<file path="config.mk">
export PLATFORM = sky130hd
export DESIGN_NAME = cotb_bank
export DESIGN_NICKNAME = d
export VERILOG_FILES = /design/src/core/cotb_bank.v /design/src/core/cotb_trim_reg.v /design/src/core/cotb_trim_select.v
export VERILOG_INCLUDE_DIRS = /design/src /design/src/core
export SDC_FILE = /design/constraint.sdc
export NUM_CORES = 1
export LEC_CHECK = 0
export BUFFER_PORTS_ARGS = -buffer_cell sky130_fd_sc_hd__buf_2
export CORE_MARGIN = 2
export CORE_UTILIZATION = 45
export DETAILED_ROUTE_END_ITERATION = 10
export GPL_TIMING_DRIVEN = 0
export PLACE_DENSITY = 0.71
export SYNTH_ARGS = -nofsm -noshare
export SYNTH_HDL_FRONTEND = slang
export SYNTH_SLANG_ARGS = --single-unit
export TNS_END_PERCENT = 30
</file>
<file path="constraint.sdc">
create_clock -name clk_in -period 1.7 [get_ports clk_in]
set_clock_uncertainty 0.1 [all_clocks]
set_input_delay 0.085 -clock clk_in [delete_from_list [all_inputs] [get_ports clk_in]]
set_output_delay 0.085 -clock clk_in [all_outputs]
set_load 0.02 [all_outputs]
</file>
<file path="src/core/cotb_regs.vh">
/*
 * Constants of the converter offset trim bank: register indices, field layout,
 * reset values and the fuse-store word count.
 * Assumes a 32-bit APB where each register takes one aligned word at four times its index.
 */
`ifndef COTB_REGS_VH
`define COTB_REGS_VH

`define COTB_IDX_A_DUAL_B 12'h346
`define COTB_IDX_A_SINGLE_A 12'h348
`define COTB_IDX_A_SINGLE_B 12'h34A
`define COTB_IDX_B_INPUT_A 12'h34C
`define COTB_IDX_CONTROL 12'h360
`define COTB_IDX_STATUS 12'h361

`define COTB_TRIM_MSB 11
`define COTB_TRIM_LSB 0
`define COTB_RSVD_MSB 15
`define COTB_RSVD_LSB 12
`define COTB_TRIM_RESET 16'h0000
`define COTB_RSVD_RESET 4'h0

`define COTB_CTRL_RELOAD_BIT 0
`define COTB_STAT_DONE_BIT 0
`define COTB_STAT_ASEL_LSB 4
`define COTB_STAT_ASEL_MSB 5
`define COTB_STAT_AEN_BIT 6
`define COTB_STAT_BEN_BIT 7

`define COTB_NUM_TRIMS 4
`define COTB_SEL_A_DUAL_B 2'h0
`define COTB_SEL_A_SINGLE_A 2'h1
`define COTB_SEL_A_SINGLE_B 2'h2

`endif

</file>
<file path="src/core/cotb_bank.v">
/*
 * Converter offset trim bank: APB slave, fuse-store loader, four trim
 * registers and the per-conversion trim latch for cores A and B.
 * Assumes a single 20 MHz clock, an on-chip fuse macro on the same clock
 * whose ready level may come from another domain, and a conversion strobe
 * from the datapath on this clock.
 * The bus stalls for the whole fuse load, so software never reads a trim
 * that is half way between its reset value and its factory value.
 */
`timescale 1ns/1ns
`include "cotb_regs.vh"

module cotb_bank #(
    parameter ADDR_W = 14
) (
    // Clock and reset
    input wire clk_in,
    input wire rst_n_in,
    // APB slave
    input wire psel_in,
    input wire penable_in,
    input wire pwrite_in,
    input wire [ADDR_W-1:0] paddr_in,
    input wire [31:0] pwdata_in,
    output wire pready_out,
    output wire pslverr_out,
    output wire [31:0] prdata_out,
    // Fuse store
    input wire fuse_ready_in,
    input wire fuse_valid_in,
    input wire [11:0] fuse_data_in,
    output wire fuse_rd_out,
    output wire [1:0] fuse_addr_out,
    // Operating condition
    input wire dual_mode_in,
    input wire fg_cal_en_in,
    input wire core_a_input_b_in,
    input wire core_a_phase90_in,
    input wire core_b_input_a_in,
    input wire conv_strobe_in,
    // Applied trims
    output wire [11:0] core_a_trim_out,
    output wire core_a_trim_en_out,
    output wire [11:0] core_b_trim_out,
    output wire core_b_trim_en_out,
    output wire load_done_out
);

// ST_NEXT sits between two words, so the fuse store always sees at least one
// idle cycle between read requests.
localparam ST_WAIT = 3'h0;
localparam ST_REQ = 3'h1;
localparam ST_DATA = 3'h2;
localparam ST_DONE = 3'h3;
localparam ST_NEXT = 3'h4;

localparam [1:0] LAST_IDX = 2'h3;

////////////////////////////////////////////////////////////////////////////////
// Fuse ready synchroniser.
// The fuse macro raises its ready level from its own power-up sequencer, so it is
// synchronised; its data and valid lines are on this clock and need no stages.

reg fuse_rdy_meta_r;
reg fuse_rdy_sync_r;

always @(posedge clk_in or negedge rst_n_in) begin
    if (!rst_n_in) begin
        fuse_rdy_meta_r <= 1'b0;
        fuse_rdy_sync_r <= 1'b0;
    end else begin
        fuse_rdy_meta_r <= fuse_ready_in;
        fuse_rdy_sync_r <= fuse_rdy_meta_r;
    end
end

////////////////////////////////////////////////////////////////////////////////
// APB decode.

wire [ADDR_W-3:0] word_idx;
wire setup_phase;
wire access_phase;
wire hit_ctrl;
wire hit_stat;
wire [3:0] hit_trim;
wire hit_any;
wire loading;
wire wr_done;

// Each register sits at four times its index; the two low address bits are
// ignored, so an unaligned address reaches the same word.
assign word_idx = paddr_in[ADDR_W-1:2];
assign setup_phase = psel_in && !penable_in;
assign access_phase = psel_in && penable_in;
assign hit_trim[0] = (word_idx == `COTB_IDX_A_DUAL_B);
assign hit_trim[1] = (word_idx == `COTB_IDX_A_SINGLE_A);
assign hit_trim[2] = (word_idx == `COTB_IDX_A_SINGLE_B);
assign hit_trim[3] = (word_idx == `COTB_IDX_B_INPUT_A);
assign hit_ctrl = (word_idx == `COTB_IDX_CONTROL);
assign hit_stat = (word_idx == `COTB_IDX_STATUS);
assign hit_any = (|hit_trim) || hit_ctrl || hit_stat;

// The bus waits out a fuse load so that a write can never race the loader.
assign pready_out = !loading;
assign wr_done = access_phase && pready_out && pwrite_in;
// Unmapped words and writes to the read-only status word answer with an error and change nothing.
assign pslverr_out = access_phase && pready_out && (!hit_any || (pwrite_in && hit_stat));

////////////////////////////////////////////////////////////////////////////////
// Fuse loader.

reg [2:0] state_r;
reg [2:0] state_nxt;
reg [1:0] idx_r;
reg [1:0] idx_nxt;
reg done_r;
reg done_nxt;
reg reload_pend_r;
wire reload_req;
wire [3:0] fuse_ld;

// Only the reload bit of the control word acts; the rest of the word is ignored.
assign reload_req = wr_done && hit_ctrl && pwdata_in[`COTB_CTRL_RELOAD_BIT];
assign loading = (state_r != ST_DONE);
assign fuse_rd_out = (state_r == ST_REQ);
assign fuse_addr_out = idx_r;
assign load_done_out = done_r;

always @* begin
    state_nxt = state_r;
    idx_nxt = idx_r;
    done_nxt = done_r;
    case (state_r)
        ST_WAIT: begin
            if (fuse_rdy_sync_r) begin
                state_nxt = ST_REQ;
            end
        end
        ST_REQ: begin
            state_nxt = ST_DATA;
        end
        ST_DATA: begin
            // No time limit: a silent fuse store keeps the bus in wait states.
            if (fuse_valid_in) begin
                state_nxt = ST_NEXT;
            end
        end
        ST_NEXT: begin
            if (idx_r == LAST_IDX) begin
                // Index 0 is left ready for a later reload.
                state_nxt = ST_DONE;
                done_nxt = 1'b1;
                idx_nxt = 2'h0;
            end else begin
                state_nxt = ST_REQ;
                idx_nxt = idx_r + 2'h1;
            end
        end
        ST_DONE: begin
            if (reload_pend_r) begin
                state_nxt = ST_WAIT;
                done_nxt = 1'b0;
            end
        end
        default: begin
            state_nxt = ST_WAIT;
            idx_nxt = 2'h0;
            done_nxt = 1'b0;
        end
    endcase
end

// A reload request is held one cycle so the completing APB write ends first.
always @(posedge clk_in or negedge rst_n_in) begin
    if (!rst_n_in) begin
        state_r <= ST_WAIT;
        idx_r <= 2'h0;
        done_r <= 1'b0;
        reload_pend_r <= 1'b0;
    end else begin
        state_r <= state_nxt;
        idx_r <= idx_nxt;
        done_r <= done_nxt;
        reload_pend_r <= reload_req;
    end
end

////////////////////////////////////////////////////////////////////////////////
// Trim registers.

wire [15:0] trim_val [0:3];
wire [3:0] trim_wr;

genvar gi;
generate
    for (gi = 0; gi < `COTB_NUM_TRIMS; gi = gi + 1) begin : g_trim
        // The loader visits the indices in order, so at most one load strobe is high.
        assign fuse_ld[gi] = (state_r == ST_DATA) && fuse_valid_in && (idx_r == gi);
        assign trim_wr[gi] = wr_done && hit_trim[gi];
        cotb_trim_reg u_trim (
            .clk_in(clk_in),
            .rst_n_in(rst_n_in),
            .wr_en_in(trim_wr[gi]),
            .wr_data_in(pwdata_in[15:0]),
            .fuse_ld_in(fuse_ld[gi]),
            .fuse_data_in(fuse_data_in),
            .value_out(trim_val[gi])
        );
    end
endgenerate

////////////////////////////////////////////////////////////////////////////////
// Trim selection and per-conversion latch.
// A condition that matches no trim drives the enable low, so the core runs
// untrimmed rather than with a value meant for another condition.

wire [11:0] sel_a_trim;
wire sel_a_en;
wire [1:0] sel_a_code;
wire [11:0] sel_b_trim;
wire sel_b_en;

cotb_trim_select u_select (
    .dual_mode_in(dual_mode_in),
    .fg_cal_en_in(fg_cal_en_in),
    .core_a_input_b_in(core_a_input_b_in),
    .core_a_phase90_in(core_a_phase90_in),
    .core_b_input_a_in(core_b_input_a_in),
    .trim_a_dual_b_in(trim_val[0][`COTB_TRIM_MSB:`COTB_TRIM_LSB]),
    .trim_a_single_a_in(trim_val[1][`COTB_TRIM_MSB:`COTB_TRIM_LSB]),
    .trim_a_single_b_in(trim_val[2][`COTB_TRIM_MSB:`COTB_TRIM_LSB]),
    .trim_b_input_a_in(trim_val[3][`COTB_TRIM_MSB:`COTB_TRIM_LSB]),
    .core_a_trim_out(sel_a_trim),
    .core_a_en_out(sel_a_en),
    .core_a_sel_out(sel_a_code),
    .core_b_trim_out(sel_b_trim),
    .core_b_en_out(sel_b_en)
);

reg [11:0] a_trim_r;
reg a_en_r;
reg [1:0] a_sel_r;
reg [11:0] b_trim_r;
reg b_en_r;

// Trims change only at a conversion boundary, never in mid-conversion.
// A write therefore takes effect at the next strobe under its own condition.
always @(posedge clk_in or negedge rst_n_in) begin
    if (!rst_n_in) begin
        a_trim_r <= 12'h000;
        a_en_r <= 1'b0;
        a_sel_r <= 2'h0;
        b_trim_r <= 12'h000;
        b_en_r <= 1'b0;
    end else if (conv_strobe_in) begin
        a_trim_r <= sel_a_trim;
        a_en_r <= sel_a_en;
        a_sel_r <= sel_a_code;
        b_trim_r <= sel_b_trim;
        b_en_r <= sel_b_en;
    end
end

assign core_a_trim_out = a_trim_r;
assign core_a_trim_en_out = a_en_r;
assign core_b_trim_out = b_trim_r;
assign core_b_trim_en_out = b_en_r;

////////////////////////////////////////////////////////////////////////////////
// Read data.
// Reserved bits read back as written; the upper half of the word always reads zero.

reg [31:0] rd_mux;
reg [31:0] prdata_r;

always @* begin
    rd_mux = 32'h00000000;
    if (hit_trim[0]) begin
        rd_mux[15:0] = trim_val[0];
    end else if (hit_trim[1]) begin
        rd_mux[15:0] = trim_val[1];
    end else if (hit_trim[2]) begin
        rd_mux[15:0] = trim_val[2];
    end else if (hit_trim[3]) begin
        rd_mux[15:0] = trim_val[3];
    end else if (hit_stat) begin
        // Status shows the selection latched at the last conversion, not the live one.
        rd_mux[`COTB_STAT_DONE_BIT] = done_r;
        rd_mux[`COTB_STAT_ASEL_MSB:`COTB_STAT_ASEL_LSB] = a_sel_r;
        rd_mux[`COTB_STAT_AEN_BIT] = a_en_r;
        rd_mux[`COTB_STAT_BEN_BIT] = b_en_r;
    end
end

// Sampled every selected read cycle, so the word seen at the completing edge is the one sampled at the edge before it.
always @(posedge clk_in or negedge rst_n_in) begin
    if (!rst_n_in) begin
        prdata_r <= 32'h00000000;
    end else if (psel_in && !pwrite_in && (setup_phase || access_phase)) begin
        prdata_r <= rd_mux;
    end
end

assign prdata_out = prdata_r;

endmodule // cotb_bank

</file>
<file path="src/core/cotb_trim_reg.v">
/*
 * One 16-bit offset trim register: software write, fuse load and readback.
 * Assumes write and fuse load never coincide; the bus is stalled while loading.
 */
`timescale 1ns/1ns
`include "cotb_regs.vh"

module cotb_trim_reg (
    // Clock and reset
    input wire clk_in,
    input wire rst_n_in,
    // Software write
    input wire wr_en_in,
    input wire [15:0] wr_data_in,
    // Fuse load
    input wire fuse_ld_in,
    input wire [11:0] fuse_data_in,
    // Contents
    output wire [15:0] value_out
);

reg [15:0] value_r;

////////////////////////////////////////////////////////////////////////////////

// Reserved bits are cleared by a fuse load since the fuse only carries the trim.
always @(posedge clk_in or negedge rst_n_in) begin
    if (!rst_n_in) begin
        value_r <= `COTB_TRIM_RESET;
    end else if (fuse_ld_in) begin
        value_r <= {`COTB_RSVD_RESET, fuse_data_in};
    end else if (wr_en_in) begin
        value_r <= wr_data_in;
    end
end

assign value_out = value_r;

endmodule // cotb_trim_reg

</file>
<file path="src/core/cotb_trim_select.v">
/*
 * Combinational choice of the trim that each converter core uses.
 * Assumes the mode and input-select signals are stable on the core clock.
 */
`timescale 1ns/1ns
`include "cotb_regs.vh"

module cotb_trim_select (
    // Operating condition
    input wire dual_mode_in,
    input wire fg_cal_en_in,
    input wire core_a_input_b_in,
    input wire core_a_phase90_in,
    input wire core_b_input_a_in,
    // Trim values
    input wire [11:0] trim_a_dual_b_in,
    input wire [11:0] trim_a_single_a_in,
    input wire [11:0] trim_a_single_b_in,
    input wire [11:0] trim_b_input_a_in,
    // Selected trims
    output reg [11:0] core_a_trim_out,
    output reg core_a_en_out,
    output reg [1:0] core_a_sel_out,
    output reg [11:0] core_b_trim_out,
    output reg core_b_en_out
);

// Cases outside this bank (core A dual on input A, core A single on input B without phase 90, core B on input B) give no trim.
always @* begin
    core_a_trim_out = 12'h000;
    core_a_en_out = 1'b0;
    core_a_sel_out = `COTB_SEL_A_DUAL_B;
    if (fg_cal_en_in && core_a_input_b_in && core_a_phase90_in) begin
        core_a_trim_out = trim_a_single_b_in;
        core_a_en_out = 1'b1;
        core_a_sel_out = `COTB_SEL_A_SINGLE_B;
    end else if (fg_cal_en_in && dual_mode_in && core_a_input_b_in) begin
        core_a_trim_out = trim_a_dual_b_in;
        core_a_en_out = 1'b1;
        core_a_sel_out = `COTB_SEL_A_DUAL_B;
    end else if (fg_cal_en_in && !dual_mode_in && !core_a_input_b_in) begin
        core_a_trim_out = trim_a_single_a_in;
        core_a_en_out = 1'b1;
        core_a_sel_out = `COTB_SEL_A_SINGLE_A;
    end
end

always @* begin
    core_b_trim_out = 12'h000;
    core_b_en_out = 1'b0;
    if (fg_cal_en_in && core_b_input_a_in) begin
        core_b_trim_out = trim_b_input_a_in;
        core_b_en_out = 1'b1;
    end
end

endmodule // cotb_trim_select

</file>
# == Word level (Yosys, flattened, before mapping) ==
# Index checks and enable logic that the tools add are counted.
# classes
add_sub_neg,1
n_reduce_logical,47
bitwise_logic,1
n_eq_ne,18
muxes,38
# op_table
operator,count
16-bit 2-to-1 mux,11
"12-bit by 10-bit == test with 1-bit output, second input constant",6
12-bit 2-to-1 mux,4
1-bit logical AND,26
3-bit case mux with 5 select lines,1
3-bit 2-to-1 mux,4
1-bit 2-to-1 mux,9
2-bit 2-to-1 mux,4
4-bit 2-to-1 mux,2
8-bit 2-to-1 mux,1
"2-bit inequality test, second input constant",4
2-bit nonzero test,4
4-bit OR reduction,2
"3-bit by 2-bit == test with 1-bit output, second input constant",2
1-bit logical NOT,6
3-bit AND reduction,2
"2-bit == test, second input constant",2
1-bit logical OR,4
2-bit case mux with 2 select lines,1
"3-bit by 1-bit == test with 1-bit output, second input constant",1
"3-bit == test, second input constant",1
3-bit logical NOT,1
"3-bit by 2-bit inequality test with 1-bit output, second input constant",1
1-bit case mux with 3 select lines,1
other kinds (5),5
# word_totals
ff_bits,117
elab_cells,121
output_inout_bits,64

# == Longest topological paths before layout ==
# depth
word_depth,7
ltp_mapped,8
depth_no_buf,5

# == By module ==
# Synthesis repeated with hierarchy kept, for this count alone.
# hier_totals
cells_unflattened,622
area_unflattened_um2,6386.1
# by_module_without_submodules
module,instances,seq_area_each_um2,area_each_um2,cells_each
cotb_bank,1,1326.3,2914.0,284
cotb_trim_reg,4,400.4,726.9,65
cotb_trim_select,1,0.0,564.3,78

# == Least setup slack after synthesis ==
# No wires, ideal clock.
# synth_path
path_kind,reg-to-reg
from,register state_r[2]
to,register g_trim[1].u_trim.value_r[10]
t_required_ns,1.477
period_less_slack_ns,1.956
arrival_ns,1.733
path_stages_with_launch,8
slack_ns,-0.256
cell_sequence,dfrtp_1 > nand3b_1 > inv_2 > nand3_2 > or3_1 > buf_2 > buf_6 > o221a_2
# synth_via
elab_chain_cells,6
# synth_rtl
item,line,rtl
start: declaration,cotb_bank.v:112,reg [2:0] state_r;
start signal: assignment,cotb_bank.v:181,state_r <= state_nxt;
3-bit by 2-bit inequality test with 1-bit output,cotb_bank.v:124,assign loading = (state_r != ST_DONE);
1-bit logical NOT,cotb_bank.v:104,assign pready_out = !loading;
named net pready_out,cotb_bank.v:25,"output wire pready_out,"
1-bit logical AND (2 in a row),cotb_bank.v:105,assign wr_done = access_phase && pready_out && pwrite_in;
1-bit logical AND,cotb_bank.v:199,assign trim_wr[gi] = wr_done && hit_trim[gi];
2-bit nonzero test (no source line),--,
end signal: assignment,cotb_trim_reg.v:29,value_r <= `COTB_TRIM_RESET;
end signal: assignment,cotb_trim_reg.v:31,"value_r <= {`COTB_RSVD_RESET, fuse_data_in};"
end signal: assignment,cotb_trim_reg.v:33,value_r <= wr_data_in;
end: declaration,cotb_trim_reg.v:22,reg [15:0] value_r;
# The timed path passes the listed nets, and every way through them passes these cells.
# A chain may end at the register's enable or synchronous reset.

# == Final worst setup path ==
# layout_path
from,register state_r[2]
to,register g_trim[1].u_trim.value_r[10]
# layout_via
elab_chain_cells,6
# layout_rtl
item,line
3-bit by 2-bit inequality test with 1-bit output,cotb_bank.v:124
1-bit logical NOT,cotb_bank.v:104
1-bit logical AND (2 in a row),cotb_bank.v:105
1-bit logical AND,cotb_bank.v:199
2-bit nonzero test (no source line),--
# Parallel ways exist; a longest one is shown, timed or not.

==> impl_metrics.json <==
{
  "fin_ws_ns": -0.292,
  "io_buffers": 99,
  "period_share_pct": 117,
  "async_reset_ff_share_pct": 100,
  "die_width_um": 119,
  "power_density_mw_per_mm2": 1230,
  "ys_ff_latch": 117,
  "grt_antenna_before_repair": 1,
  "gp_congestion": 0.897,
  "grt_use_total_pct": 28.8,
  "syn_area_mm2": 0.00596,
  "max_freq_mhz": 502,
  "endpoint_kind": "register",
  "path_cells": "nand3b_1, inv_2, nand3_4, or3_1, buf_6, buf_12, o221a_4",
  "clock_path_buffers": 2,
  "grt_pass1_vias": 5644,
  "drt-total-wl_um": 20600,
  "synth_edf_count": 0,
  "cts_tree": "done",
  "finalCriticalPeriod_ns": 1.99,
  "leakage_nw": 3.90,
  "fill_cells": 1034,
  "routed_via_density": 5.99,
  "cp_max_fo": 10,
  "crit_slowest_cell": "dfrtp_1",
  "slew_headroom_pct": 42.5,
  "drt_iter0_drc": 603,
  "ant_nets": 0,
  "crit_arrival_ns": 2.20,
  "vias": 5685,
  "yosysWarnings": 0,
  "dp_hpwl_um": 13200,
  "required_ns": 1.91,
  "avgSynthCellArea_um2": 10.5,
  "utilization_pct": 64.2,
  "synth_flop_cell": "dfrtp_1",
  "synth_cells": 566,
  "grt_start_max_net_pins": 75,
  "num_antenna_cells": 0,
  "drive_above_1_share_pct": 38.0,
  "cts_sinks": 117,
  "final_max_slew_viol_count": 0,
  "core.rowCount": 42,
  "cts.clk_slew.worst_paths_ns": 0.05,
  "core_area_mm2": 0.0131,
  "yosys.area.top_type": "dfrtp_1",
  "numCtsBuffers": 17,
  "critPathBufInv": 3,
  "grt_remaining_overflow": 0,
  "finalHoldViolCount": 0,
  "synth_top_area_share_pct": 49.1,
  "worst_pin_slew_ns": 0.862,
  "htree_num_levels": 4,
  "dieArea_mm2": 0.0142,
  "crit_type": "register to register",
  "critPathMaxStageDelay_ns": 0.40,
  "drcViolationCount": 0,
  "clockRootBuffer": "clkbuf_16",
  "nets": 838,
  "fp.dieH_um": 119,
  "status": "complete, but fails checks",
  "critPathLaunchType": "register",
  "first_pass_iters": 7,
  "maxCapViolCount": 0,
  "finalSetupViolCount": 66,
  "clock_latency_ns": 0.42,
  "grt_pass1_wl_um": 30700,
  "seq_area_frac_synth_pct": 49.1,
  "vdd_drop_max_mv": 0.831,
  "syn_to_final_growth_pct": 40.9,
  "synth.distinct_cells": 52,
  "wl_per_cell_um": 21.8,
  "start_util_pct": 45.6,
  "hp-class": "primary input to register",
  "rsz0062_at_grt": "true",
  "synth.top_cells.by_area": "dfrtp_1 49%, o221a_2 5.5%, or2_2 4.9%",
  "cp_top_family": "simple AND/OR/NAND/NOR gates",
  "ioPinCount": 135,
  "violations": "negative setup slack",
  "power.total_mw": 10.3
}
power breakdown:
| part | switching [mW] | total [mW] | internal (mW) |
|---|---|---|---|
| logic | 1.35 | 2.91 | 1.56 |
| registers | 0.728 | 4.23 | 3.50 |
| clock network | 1.19 | 3.20 | 2.01 |
| total | 3.27 | 10.3 | 7.07 |
area by class of cell:
cell class | instances | area (um^2) | share of cell area [%]
clock inverters | 5 | 25.0 | 0.298
flip-flops and latches | 117 | 2930 | 34.9
repair buffers | 165 | 1210 | 14.4
clock buffers | 24 | 502 | 5.97
inverters | 31 | 116 | 1.38
plain buffers | 56 | 467 | 5.55
multi-input cells | 375 | 2930 | 34.9
well taps | 176 | 220 | 2.62
synthesized netlist by cell type (17+ instances only):
master    instances
o221a_2          29
clkbuf_1         26
dfrtp_1         117
or2_2            47
nand2_1          25
inv_1            30
buf_4            19
a31oi_1          17
a22o_1           24
nor2b_1          22
nor2_1           18
o21ai_0          27
o221a_1          18
tightest hold or removal path, cell delays in order:
cell and delay, ns:
buf_2 0.11, nand4_1 0.13, o22ai_1 0.10, nor2_1 0.08
sequential cells by signal, summed over array words and instances, names as in the netlist, 2 cells and up:
name,flops
state_r,3
prdata_out,16
core_a_trim_out,12
g_trim.u_trim.value_out,64
a_sel_r,2
fuse_addr_out,2
core_b_trim_out,12
cells in the final DEF, fill, tap and decap left out, drive strengths merged, types with 3 or more instances in the layout:
cell type and n:
dlygate4sd3 41, o21ai 32, o221ai 12, nand2 25, a22oi 5, inv 31, a31oi 17, a22o 24
o221a 47, mux2i 16, o22ai 15, a211oi 5, clkinv 5, buf 154, nand3 11, ha 4
nor2 18, nand3b 6, a21oi 15, dfrtp 117, conb 16, or2 49, o31ai 9, or3 4
clkbuf 50, nor2b 22, nand4 3
path summary, 6_finish.rpt:
check,cells after the start,slack [ns],endpoint,startpoint
worst min register to register,0,0.25,fuse_rdy_sync_r,fuse_rdy_meta_r
max in group asynchronous,3,0.76,core_b_trim_out[11],rst_n_in
worst min-delay path,4,0.02,core_a_trim_out[0],conv_strobe_in
min in group asynchronous,2,0.05,fuse_addr_out[1],rst_n_in
worst max register to register,7,-0.29,g_trim[1].u_trim.value_out[10],state_r[2]
worst max-delay path,7,-0.29,g_trim[1].u_trim.value_out[10],state_r[2]
what timing repair did:
item	4_1_cts	5_1_grt
cloned	3	2
hold endpoints to repair	189	0
gates resized for setup	84	22
endpoints found under the setup margin	75	95
pin swaps	7	3
buffers inserted	14	6
hold buffers	41	0
per-stage QoR:
step / setup TNS [ns] / std cells / hold slack (ns) / setup slack [ns] / cell area, um^2
finish: -12.64 / 949 / 0.0223 / -0.292 / 8410
global route: -16.53 / 949 / 0.0547 / -0.341 / 8410
CTS: -10.56 / 942 / 0.00891 / -0.245 / 8210
detailed placement: -35.80 / 857 / -0.0639 / -0.697 / 6850
global placement: -142.38 / 856 / 0.0938 / -0.939 / 6810
floorplan: -5.76 / 581 / -0.311 / -0.198 / 6100
metal layers:
| layer | vias up | track usage (%) | part of all wire (%) |
|---|---|---|---|
| li1 | 2477 | - | - |
| met1 | 2805 | 33.9 | 39 |
| met2 | 324 | 48.4 | 48 |
| met3 | 77 | 6.94 | 8.6 |
| met4 | 2 | 16.1 | 4.6 |
| met5 | - | 0 | 0.073 |
cell families (layout without fill, tap and decap cells):
group	count (synthesis)	in the layout	synth area share (%)
AOI/OAI and AO/OA	188	188	24.8
and+or+nand+nor	150	151	14.9
DFF	117	117	49.1
buffers and inverters	90	281	7.70
muxes	16	16	2.69
adders and majority gates	4	4	0.839
other	1	16	0.0629
(Power assumes the default switching activity.)
